`src/verilog/ist_pkg.sv`:
```
// constants and types shared by the millisecond timer set
// assumes a single 40 MHz clock and a millisecond time base made from it
package ist_pkg;

  typedef enum logic [1:0] {
    MODE_PULSE,
    MODE_ON_DELAY,
    MODE_OFF_DELAY,
    MODE_RETENTIVE
  } ist_mode_t;

  localparam int TIME_W         = 32;
  localparam int CLK_PERIOD_NS  = 25;
  localparam int TICK_PERIOD_NS = 1000000;
  localparam int TICK_CYCLES    = (TICK_PERIOD_NS + CLK_PERIOD_NS - 1)
                                  / CLK_PERIOD_NS;
  localparam int NUM_CHANNELS   = 8;

  localparam logic [31:0] RST_TIME = 32'h0000_0000;
  localparam logic        RST_BIT  = 1'b0;

endpackage

```
`src/verilog/ist_timer_set.sv`:
```
// bank of independent millisecond timers, one operation per clock
// assumes the controlling logic drives requests synchronous to sys_clk
`timescale 1ns/100ps
`default_nettype none

module ist_timer_set
  import ist_pkg::*;
#(
  parameter int NUM_CH    = NUM_CHANNELS,
  parameter int TICK_DIV  = TICK_CYCLES
) (
  input  wire logic                      sys_clk,
  input  wire logic                      rst_n,
  input  wire logic                      clrAll,
  input  wire logic                      evalValid,
  input  wire logic [$clog2(NUM_CH)-1:0] evalCh,
  input  wire ist_mode_t                 evalMode,
  input  wire logic                      evalIn,
  input  wire logic                      evalClr,
  input  wire logic                      readValid,
  input  wire logic [$clog2(NUM_CH)-1:0] readCh,
  input  wire logic                      loadStb,
  input  wire logic [$clog2(NUM_CH)-1:0] loadCh,
  input  wire logic signed [TIME_W-1:0]  loadVal,
  input  wire logic                      clrStb,
  input  wire logic [$clog2(NUM_CH)-1:0] clrCh,
  output logic                           outValid,
  output logic [$clog2(NUM_CH)-1:0]      outCh,
  output logic                           qOut,
  output logic [TIME_W-1:0]              etOut,
  output logic                           loadPass,
  output logic                           clrPass,
  output logic [NUM_CH-1:0]              chDone,
  output logic                           msTick
);

  localparam int CW = $clog2(NUM_CH);

  if (NUM_CH < 2 || TICK_DIV < 1 || TIME_W != 32) begin : g_bad_params
    $error("ist_timer_set: unsupported parameter values");
  end

  // millisecond time base
  logic [31:0]       divCntQ;
  logic [31:0]       divCntD;
  logic              tickQ;
  logic              tickD;
  logic [TIME_W-1:0] msNowQ;
  logic [TIME_W-1:0] msNowD;

  always_comb begin
    divCntD = divCntQ + 32'h0000_0001;
    tickD   = 1'b0;
    msNowD  = msNowQ;
    if (divCntQ >= 32'(TICK_DIV - 1)) begin
      divCntD = 32'h0000_0000;
      tickD   = 1'b1;
    end
    if (tickQ) begin
      msNowD = msNowQ + 32'h0000_0001;
    end
  end

  always_ff @(posedge sys_clk or negedge rst_n) begin
    if (!rst_n) begin
      divCntQ <= 32'h0000_0000;
      tickQ   <= 1'b0;
      msNowQ  <= RST_TIME;
    end else begin
      divCntQ <= divCntD;
      tickQ   <= tickD;
      msNowQ  <= msNowD;
    end
  end

  // per-channel state records
  logic signed [TIME_W-1:0] presetQ [NUM_CH];
  logic signed [TIME_W-1:0] presetD [NUM_CH];
  logic [TIME_W-1:0]        etQ     [NUM_CH];
  logic [TIME_W-1:0]        etD     [NUM_CH];
  logic [TIME_W-1:0]        aptQ    [NUM_CH];
  logic [TIME_W-1:0]        aptD    [NUM_CH];
  logic [TIME_W-1:0]        stampQ  [NUM_CH];
  logic [TIME_W-1:0]        stampD  [NUM_CH];
  ist_mode_t                modeQ   [NUM_CH];
  ist_mode_t                modeD   [NUM_CH];
  logic [NUM_CH-1:0]        qQ;
  logic [NUM_CH-1:0]        qD;
  logic [NUM_CH-1:0]        runQ;
  logic [NUM_CH-1:0]        runD;
  logic [NUM_CH-1:0]        inPrevQ;
  logic [NUM_CH-1:0]        inPrevD;

  // operation selection: evaluation wins over a plain read
  logic          opGo;
  logic [CW-1:0] opCh;
  logic          opIn;
  logic          opClr;
  ist_mode_t     opMode;

  assign opGo   = evalValid | readValid;
  assign opCh   = evalValid ? evalCh : readCh;
  assign opIn   = evalValid ? evalIn : inPrevQ[opCh];
  assign opClr  = evalValid & evalClr;
  assign opMode = evalValid ? evalMode : modeQ[opCh];

  logic [TIME_W-1:0] ptEff;
  logic [TIME_W-1:0] dt;
  logic [TIME_W:0]   sum;
  logic [TIME_W-1:0] etAdv;
  logic [TIME_W-1:0] curEt;
  logic [TIME_W-1:0] curApt;
  logic              curQ;
  logic              curRun;
  logic              rise;
  logic              fall;

  always_comb begin
    presetD = presetQ;
    etD     = etQ;
    aptD    = aptQ;
    stampD  = stampQ;
    modeD   = modeQ;
    qD      = qQ;
    runD    = runQ;
    inPrevD = inPrevQ;
    ptEff   = presetQ[opCh][TIME_W-1] ? RST_TIME : presetQ[opCh];
    dt      = msNowQ - stampQ[opCh];
    sum     = {1'b0, etQ[opCh]} + {1'b0, dt};
    etAdv   = (sum > {1'b0, aptQ[opCh]}) ? aptQ[opCh]
                                         : sum[TIME_W-1:0];
    curEt   = etQ[opCh];
    curApt  = aptQ[opCh];
    curQ    = qQ[opCh];
    curRun  = runQ[opCh];
    rise    = opIn & ~inPrevQ[opCh];
    fall    = ~opIn & inPrevQ[opCh];
    if (opGo) begin
      unique case (opMode)
        MODE_PULSE: begin
          if (runQ[opCh]) begin
            curEt = etAdv;
            if (etAdv >= curApt) begin
              curRun = 1'b0;
              curQ   = 1'b0;
            end
          end else if (rise) begin
            curApt = ptEff;
            curEt  = RST_TIME;
            curRun = (ptEff != RST_TIME);
            curQ   = (ptEff != RST_TIME);
          end else if (!opIn) begin
            curEt = RST_TIME;
          end
        end
        MODE_ON_DELAY: begin
          if (!opIn) begin
            curEt  = RST_TIME;
            curRun = 1'b0;
            curQ   = 1'b0;
          end else if (rise) begin
            curApt = ptEff;
            curEt  = RST_TIME;
            curRun = (ptEff != RST_TIME);
            curQ   = (ptEff == RST_TIME);
          end else if (runQ[opCh]) begin
            curEt = etAdv;
            if (etAdv >= curApt) begin
              curRun = 1'b0;
              curQ   = 1'b1;
            end
          end
        end
        MODE_OFF_DELAY: begin
          if (opIn) begin
            curEt  = RST_TIME;
            curRun = 1'b0;
            curQ   = 1'b1;
          end else if (fall) begin
            curApt = ptEff;
            curEt  = RST_TIME;
            curRun = (ptEff != RST_TIME);
            curQ   = (ptEff != RST_TIME);
          end else if (runQ[opCh]) begin
            curEt = etAdv;
            if (etAdv >= curApt) begin
              curRun = 1'b0;
              curQ   = 1'b0;
            end
          end
        end
        MODE_RETENTIVE: begin
          if (opClr) begin
            curEt  = RST_TIME;
            curQ   = 1'b0;
            curRun = 1'b0;
          end else if (opIn) begin
            if (runQ[opCh]) begin
              curEt = etAdv;
            end else begin
              curApt = ptEff;
              curRun = 1'b1;
            end
            if (curEt >= curApt) begin
              curQ = 1'b1;
            end
          end else begin
            if (runQ[opCh]) begin
              curEt = etAdv;
            end
            curRun = 1'b0;
          end
        end
      endcase
      etD[opCh]     = curEt;
      aptD[opCh]    = curApt;
      qD[opCh]      = curQ;
      runD[opCh]    = curRun;
      stampD[opCh]  = msNowQ;
      inPrevD[opCh] = opIn;
      modeD[opCh]   = opMode;
    end
    for (int i = 0; i < NUM_CH; i++) begin
      if (loadStb && loadCh == CW'(i)) begin
        presetD[i] = loadVal;
      end
      if (clrStb && clrCh == CW'(i)) begin
        etD[i] = RST_TIME;
      end
      if (clrAll) begin
        etD[i]     = RST_TIME;
        qD[i]      = RST_BIT;
        runD[i]    = RST_BIT;
        inPrevD[i] = RST_BIT;
      end
    end
  end

  always_ff @(posedge sys_clk or negedge rst_n) begin
    if (!rst_n) begin
      for (int i = 0; i < NUM_CH; i++) begin
        presetQ[i] <= RST_TIME;
        etQ[i]     <= RST_TIME;
        aptQ[i]    <= RST_TIME;
        stampQ[i]  <= RST_TIME;
        modeQ[i]   <= MODE_PULSE;
      end
      qQ      <= '0;
      runQ    <= '0;
      inPrevQ <= '0;
    end else begin
      presetQ <= presetD;
      etQ     <= etD;
      aptQ    <= aptD;
      stampQ  <= stampD;
      modeQ   <= modeD;
      qQ      <= qD;
      runQ    <= runD;
      inPrevQ <= inPrevD;
    end
  end

  // registered answers and strobe pass-through
  logic              outValidQ;
  logic [CW-1:0]     outChQ;
  logic              qOutQ;
  logic [TIME_W-1:0] etOutQ;
  logic              loadPassQ;
  logic              clrPassQ;

  always_ff @(posedge sys_clk or negedge rst_n) begin
    if (!rst_n) begin
      outValidQ <= 1'b0;
      outChQ    <= '0;
      qOutQ     <= 1'b0;
      etOutQ    <= RST_TIME;
      loadPassQ <= 1'b0;
      clrPassQ  <= 1'b0;
    end else begin
      outValidQ <= opGo;
      outChQ    <= opCh;
      qOutQ     <= opGo & qD[opCh];
      etOutQ    <= opGo ? etD[opCh] : RST_TIME;
      loadPassQ <= loadStb;
      clrPassQ  <= clrStb;
    end
  end

  assign outValid = outValidQ;
  assign outCh    = outChQ;
  assign qOut     = qOutQ;
  assign etOut    = etOutQ;
  assign loadPass = loadPassQ;
  assign clrPass  = clrPassQ;
  assign chDone   = qQ;
  assign msTick   = tickQ;
endmodule

`default_nettype wire

```
`config.mk`:
```
export PLATFORM = sky130hd
export DESIGN_NAME = ist_timer_set
export DESIGN_NICKNAME = d
export VERILOG_FILES = /design/src/verilog/ist_pkg.sv /design/src/verilog/ist_timer_set.sv
export SDC_FILE = /design/constraint.sdc
export NUM_CORES = 2
export LEC_CHECK = 0
export CORE_MARGIN = 2
export CORE_UTILIZATION = 50
export DETAILED_ROUTE_END_ITERATION = 7
export DONT_BUFFER_PORTS = 1
export HOLD_SLACK_MARGIN = 0.15
export PLACE_DENSITY_LB_ADDON = 0.3
export RECOVER_POWER = 100
export SLEW_MARGIN = 10
export SYNTH_ARGS = -nofsm -noshare
export SYNTH_HDL_FRONTEND = slang
export SYNTH_SLANG_ARGS = --single-unit
```
`constraint.sdc`:
```
create_clock -name sys_clk -period 12 [get_ports sys_clk]
set_input_delay 2.4 -clock sys_clk [delete_from_list [all_inputs] [get_ports sys_clk]]
set_output_delay 2.4 -clock sys_clk [all_outputs]
set_load 0.005 [all_outputs]
```
# After elaboration in Yosys (flattened, before gate mapping)
# Cells that the tools add are included.
word_totals:
  regBits: 1168
  input_bits: 55
  out_inout_bits: 48
  wordCells: 261
classes:
  addsub: 4
  n_lt_le_gt_ge: 8
  eq_ne: 17
  mux: 148
  n_bitwise: 8
  reduce_logical: 24
ops:
  columns: ["op", "n"]
  rows:
  - ["two-way mux 32 bit", 58]
  - ["bitwise mux 256 bit", 3]
  - ["binary-select mux 32 bit (select 3 bit)", 5]
  - ["two-way mux 256 bit", 1]
  - ["one-hot mux 32 bit (4 select lines)", 2]
  - ["demux 32 bit (select 3 bit)", 1]
  - ["adder 32 x 1 -> 32 bit (second input constant)", 2]
  - ["greater-or-equal comparator 32 bit", 2]
  - ["two-way mux 1 bit", 56]
  - ["adder 32 x 32 -> 33 bit", 1]
  - ["greater-than comparator 33 x 32 -> 1 bit", 1]
  - ["greater-or-equal comparator 32 x 16 -> 1 bit (second input constant)", 1]
  - ["zero test 32 bit", 1]
  - ["nonzero test 32 bit", 1]
  - ["subtractor 32 bit", 1]
  - ["two-way mux 31 bit", 1]
  - ["bitwise mux 8 bit", 3]
  - ["== test 3 bit (second input constant)", 8]
  - ["two-way mux 8 bit", 3]
  - ["logical AND 1 bit", 18]
  - ["bitwise mux 16 bit", 1]
  - ["binary-select mux 1 bit (select 3 bit)", 4]
  - ["== test 3 x 2 -> 1 bit (second input constant)", 4]
  - ["two-way mux 2 bit", 4]
  - ["19 further kinds", 27]

# Depth between registers and ports, before layout
logic_depth:
  word_depth: 26
  mapped_depth: 62
  ltp_nobuf: 48

# Least setup slack after synthesis
# No wires, ideal clock.
synth_timing:
  path_type: "input port to flip-flop"
  startpoint: "in readCh[0]"
  endpoint: "reg qQ[0] (netlist: chDone[0])"
  setup_ns: 0.118
  arrival_time_ns: 13.180
  required_ns: 11.882
  setup_slack_ns: -1.298
  path_stages: 60
  n_path_buf: 15
  cell_sequence: "buf_4 mux2i_1 buf_2 buf_2 buf_2 buf_2 buf_2 buf_2 buf_2 buf_2 clkbuf_1 nand2_1 a31oi_1 nand2_1 a21oi_1 ha_1 fa_1 nor2b_1 [24 not listed] buf_4 buf_4 buf_2 clkbuf_1 nor2_1 a21oi_1 ha_1 a21o_1 a21o_1 a21oi_1 o211ai_1 a221oi_1 o21ai_0 a21oi_1 a2111oi_4 a2111oi_4 a221oi_4 a21o_1"
synth_between:
  elab_chain_len: 23
  elab_cells_between_ends: 75
  cone_classes: "2 x add/sub; 5 x order compare; 3 x eq/ne; 56 x mux; 5 x bitwise; 4 x reduce/logical"
synth_lines:
  columns: ["element", "line_no", "source"]
  rows:
  - ["from (decl)", "ist_timer_set.sv:21", "input wire logic [$clog2(NUM_CH)-1:0] readCh,"]
  - ["two-way mux 3 bit *", "ist_timer_set.sv:102", "assign opCh = evalValid ? evalCh : readCh;"]
  - ["inverter 3 -> 4 bit (implied by the code)", null, null]
  - ["binary-select mux 32 bit (select 3 bit)", "ist_timer_set.sv:128", "dt = msNowQ - stampQ[opCh];"]
  - ["two-way mux 32 bit (implied by the code) (2 in series)", "ist_timer_set.sv:128", null]
  - ["subtractor 32 bit", "ist_timer_set.sv:128", null]
  - ["adder 32 x 32 -> 33 bit", "ist_timer_set.sv:129", "sum = {1'b0, etQ[opCh]} + {1'b0, dt};"]
  - ["greater-than comparator 33 x 32 -> 1 bit", "ist_timer_set.sv:130", "etAdv = (sum > {1'b0, aptQ[opCh]}) ? aptQ[opCh]"]
  - ["two-way mux 32 bit", "ist_timer_set.sv:130", null]
  - ["[7 not listed]", null, null]
  - ["two-way mux 1 bit", "ist_timer_set.sv:197", "end else if (opIn) begin"]
  - ["two-way mux 1 bit", "ist_timer_set.sv:193", "if (opClr) begin"]
  - ["one-hot mux 1 bit (4 select lines)", "ist_timer_set.sv:139", "unique case (opMode)"]
  - ["two-way mux 1 bit", "ist_timer_set.sv:138", "if (opGo) begin"]
  - ["bitwise mux 8 bit *", "ist_timer_set.sv:217", "qD[opCh] = curQ;"]
  - ["two-way mux 8 bit *", "ist_timer_set.sv:138", null]
  - ["two-way mux 1 bit *", "ist_timer_set.sv:230", "if (clrAll) begin"]
  - ["named net qD[0]", "ist_timer_set.sv:88", "logic [NUM_CH-1:0] qD;"]
  - ["to (signal assigned)", "ist_timer_set.sv:257", "qQ <= qD;"]
  - ["to (decl)", "ist_timer_set.sv:87", "logic [NUM_CH-1:0] qQ;"]
# The timed path passes the listed nets; every way through them passes the cells marked *. The select of a mux whose other input is x is not followed.
# A chain may end at the register's enable or synchronous reset.

# Worst setup path after layout
layout_timing:
  startpoint: "in evalValid"
  endpoint: "reg etOutQ[22] (netlist: etOut[22])"
layout_between:
  elab_chain_len: 26
  elab_cells_between_ends: 77
  cone_classes: "2 x add/sub; 3 x order compare; 3 x eq/ne; 60 x mux; 7 x bitwise; 2 x reduce/logical"
layout_lines:
  columns: ["element", "line_no", "source"]
  rows:
  - ["from (decl)", "ist_timer_set.sv:15", "input wire logic evalValid,"]
  - ["two-way mux 3 bit", "ist_timer_set.sv:102", null]
  - ["inverter 3 -> 4 bit (implied by the code)", null, null]
  - ["binary-select mux 32 bit (select 3 bit)", "ist_timer_set.sv:128", null]
  - ["two-way mux 32 bit (implied by the code) (2 in series)", "ist_timer_set.sv:128", null]
  - ["subtractor 32 bit", "ist_timer_set.sv:128", null]
  - ["adder 32 x 32 -> 33 bit", "ist_timer_set.sv:129", null]
  - ["greater-than comparator 33 x 32 -> 1 bit", "ist_timer_set.sv:130", null]
  - ["two-way mux 32 bit", "ist_timer_set.sv:130", null]
  - ["[8 not listed]", null, null]
  - ["two-way mux 32 bit", "ist_timer_set.sv:138", null]
  - ["bitwise mux 256 bit", "ist_timer_set.sv:215", "etD[opCh] = curEt;"]
  - ["two-way mux 256 bit", "ist_timer_set.sv:138", null]
  - ["two-way mux 32 bit", "ist_timer_set.sv:227", "if (clrStb && clrCh == CW'(i)) begin"]
  - ["two-way mux 32 bit", "ist_timer_set.sv:230", null]
  - ["binary-select mux 32 bit (select 3 bit)", "ist_timer_set.sv:283", "etOutQ <= opGo ? etD[opCh] : RST_TIME;"]
  - ["two-way mux 32 bit (implied by the code) (2 in series)", "ist_timer_set.sv:283", null]
  - ["two-way mux 32 bit *", "ist_timer_set.sv:283", null]
  - ["to (signal assigned)", "ist_timer_set.sv:283", null]
  - ["to (decl)", "ist_timer_set.sv:267", "logic [TIME_W-1:0] etOutQ;"]
# Every way passes the cells marked *; elsewhere a longest branch is shown, timed or not. The select of a mux whose other input is x is not followed.

==> implementation parameters <==
Parameter                              Value

Status
  Violations in the final reports ... DRC, capacitance limit, slew limit
  Result of the run ... complete, but fails checks

Layout
  Number of nets in the layout ... 7127
  Footprint of the multi-input gates ... 30300 um^2
  Area added between synthesis and finish ... 11.8%
  Register cell area after layout ... 29200 um^2
  Layout cell share with drive strength beyond 1 ... 12.5%
  Fillcell total ... 10702
  Top library cells by usage in the layout, fill and taps aside ... sky130_fd_sc_hd__nand2_1 (1885), sky130_fd_sc_hd__dfrtp_1 (1168), sky130_fd_sc_hd__a21oi_1 (550)
  Final Core Density ... 56.5%
  Most common cell after layout, fill and taps aside ... sky130_fd_sc_hd__nand2_1

Timing
  Max-slew violation count ... 2121
  Unrepaired setup endpoints after global routing ... no
  Hold Worst Slack ... 477 ps
  Setup violation total in the final timing report ... 0
  Final setup slack of the worst path ... 476 ps
  Headroom to the max-slew limit ... -499%
  Final critical delay including setup and external delays ... 11520 ps
  Final worst clock skew ... 71.7 ps
  Fraction of the cycle the final worst path needs ... 96.0%
  Final Hold Viols ... 0
  Transition at the pin with the smallest max-transition slack ... 8980 ps
  Highest attainable clock frequency ... 86.8 MHz

Routing
  Detail Route Antenna Nets ... 0
  Vias per Instance ... 6.54
  Vias post-DR ... 56516
  Wire length reported by the detailed router ... 238000 um
  Iter 0 DRT Violations ... 7094
  DRC violation count after routing ... 6
  Iteration count of the initial detailed-routing pass ... 8
  Routed wire length per instance ... 27.5 um

Power
  Worst IR drop on VDD ... 0.129 mV
  Leakage power ... 0.0309 uW
  Power Density ... 195 nW/um^2

Place
  Final Wtd Congestion ... 1.01
  HPWL after DPL ... 152000 um
  Buffers added on ports ... 0
  Placement-stage worst setup slack ... -325 ps

Setup path
  Slowest cell delay on critical path ... 1060 ps
  Type of destination of the critical path ... register
  Maximum net fanout on the critical path ... 44
  Cell seen most often among critical-path stages ... sky130_fd_sc_hd__a21oi_1
  Critical path launch point type ... input port
  Start-to-end type of the worst setup path ... input port to register
  Data arrival, critical path ... 12280 ps
  Required time at the worst-slack endpoint ... 12760 ps
  Standard cell with the maximum stage delay on the critical path ... sky130_fd_sc_hd__a2111oi_1

Yosys
  Avg Cell Area, Syn ... 8.88 um^2
  Cell count after synthesis ... 6953
  Async set-reset flop share out of synthesis ... 100%
  FF+latch count, synth ... 1168
  Count of unique library cells instantiated by Yosys ... 112
  Combined area of all synthesized cells ... 61700 um^2
  Count of warnings emitted by yosys ... 0
  Post-synth EDFFs ... 0
  Most used flip-flop cell after synthesis ... sky130_fd_sc_hd__dfrtp_1
  Part of the Yosys area used for sequential elements ... 47.3%

Run
  Max_cap viols ... 34

Clock network
  Sink Count ... 1168
  Clock latency on the worst-skew pair ... 820 ps
  CTS clk-pin slew, worst paths ... 70 ps
  CTS buffer count ... 119
  Htree depth ... 3
  CTS tree ... built
  Longest Clk Path Bufs ... 3
  Hold-fix buffers at CTS ... 0
  Clock Root Buffer ... sky130_fd_sc_hd__clkbuf_16

Floorplanning
  IO Count ... 103
  Total number of placement rows ... 128
  Die W ... 355 um
  Die height ... 355 um
  Core outline area ... 122000 um^2
  Die area ... 126000 um^2
  Effective utilization at floorplan ... 50.5%

Min path
  Classification of the worst-slack hold path ... register to register

Global routing
  Antenna violations before repair ... 9
  Global-route usage over all layers ... 37.0%
  First-pass GRT wire length ... 351000 um
  Residual overflow from global routing ... 0
  Via count of the first global-routing pass ... 54343
  Largest net degree at the start of global routing ... 1169
==> kinds of logic after synthesis <==
| family | after synthesis | share of synthesized area [%] |
|---|---|---|
| buf+inv | 605 | 3.98 |
| compound gates | 1939 | 20.2 |
| other cells | 1 | 0.00607 |
| fa+ha+maj | 163 | 3.33 |
| flops | 1168 | 47.3 |
| simple gates | 2665 | 18.1 |
| mux | 316 | 5.72 |
| xor+xnor | 96 | 1.36 |
==> per-stage QoR <==
| stage | power (uW) | TNS (ps) | instances | area (um^2) |
|---|---|---|---|---|
| 2_1_floorplan | 7600 | 0 | 6968 | 62200 |
| 3_3_place_gp | 9160 | -3630 | 8404 | 64900 |
| 3_5_place_dp | 9230 | -4560 | 8404 | 64900 |
| 4_1_cts | 13400 | 0 | 8630 | 69400 |
| 5_1_grt | 14100 | 0 | 8639 | 69000 |
| 6_report | 13500 | 0 | 8644 | 69000 |
==> final timing paths <==
kind	depth (start not counted)	from	endpoint	slack (ps)
hold reg to reg	2	stampQ[56]$_DFFE_PN0P_	stampQ[56]$_DFFE_PN0P_	480
setup / recovery	43	evalValid	etOut[22]$_DFF_PN0_	480
max in group asynchronous	3	rst_n	aptQ[67]$_DFFE_PN0P_	1660
min in group asynchronous	0	rst_n	presetQ[169]$_DFFE_PN0P_	1280
hold / removal	2	stampQ[56]$_DFFE_PN0P_	stampQ[56]$_DFFE_PN0P_	480
setup reg to reg	38	stampQ[1]$_DFFE_PN0P_	etOut[22]$_DFF_PN0_	2440
==> area by class of cell <==
class / instances / area share, %
Multi-Input combinational cell: 5195 / 44.0
Sequential cell: 1168 / 42.4
Clock inverter: 61 / 1.39
Inverter: 83 / 0.462
Antenna cell: 5 / 0.0181
Timing Repair Buffer: 342 / 3.82
Clock buffer: 165 / 5.04
Tap cell: 1625 / 2.95
==> state kept, by name, summed over array words and instances (netlist names), 3 cells and up <==
register and cells:
modeQ 16, chDone 8, runQ 8, inPrevQ 8, etOut 32, msNowQ 32, etQ 256, presetQ 256
divCntQ 32, outCh 3, aptQ 256, stampQ 256
==> critical path: cells and delay by family <==
kind                       cells  cell delay (ps)
buffers and inverters          8             1910
xor gates and xnor gates       2              400
and+or+nand+nor                9             1310
adders and majority gates      3              870
AOI/OAI and AO/OA             20             5050
muxes                          1              300
==> cells in the mapped netlist (33+ instances only) <==
cell	count	share of area, %
sky130_fd_sc_hd__nand2_1	1886	11
sky130_fd_sc_hd__dfrtp_1	1168	47
sky130_fd_sc_hd__a21oi_1	537	4.4
sky130_fd_sc_hd__o21ai_0	436	3.5
sky130_fd_sc_hd__clkbuf_1	354	2.2
sky130_fd_sc_hd__nor2_1	334	2.0
sky130_fd_sc_hd__mux2_2	282	5.1
sky130_fd_sc_hd__a221oi_1	187	2.7
sky130_fd_sc_hd__ha_1	161	3.3
sky130_fd_sc_hd__o22ai_1	161	1.6
sky130_fd_sc_hd__nand3_1	90	0.73
sky130_fd_sc_hd__buf_2	86	0.70
sky130_fd_sc_hd__a21o_1	81	0.98
sky130_fd_sc_hd__inv_1	81	0.49
sky130_fd_sc_hd__buf_1	65	0.40
sky130_fd_sc_hd__xnor2_1	65	0.92
sky130_fd_sc_hd__nor3_1	62	0.50
sky130_fd_sc_hd__o21ai_1	59	0.48
sky130_fd_sc_hd__a31oi_1	58	0.59
sky130_fd_sc_hd__o21a_1	56	0.68
sky130_fd_sc_hd__nand4_1	37	0.37
sky130_fd_sc_hd__o221ai_1	34	0.48
sky130_fd_sc_hd__a22oi_1	33	0.40
==> what timing repair did <==
item / 4_1_cts / 5_1_grt
hold endpoints to repair: 0 / 0
endpoints found under the setup margin: 0 / 17
resized for setup: 0 / 2
buffers inserted: 0 / 3
==> metal layers <==
| metal | vias up | wire length [um] | part of all wire (%) | GRT usage, % |
|---|---|---|---|---|
| met2 | 3756 | 102000 | 43 | 54.8 |
| li1 | 24399 | - | - | - |
| met3 | 904 | 29400 | 12 | 10.7 |
| met5 | - | 45 | 0.019 | 0 |
| met1 | 27449 | 91500 | 38 | 48.8 |
| met4 | 8 | 14900 | 6.3 | 20.2 |
==> where the power goes <==
part,internal [uW],switching [uW]
Clock,2430,1710
Combinational,1680,2720
Sequential,4550,358
Power figures use the tool's default switching activity.
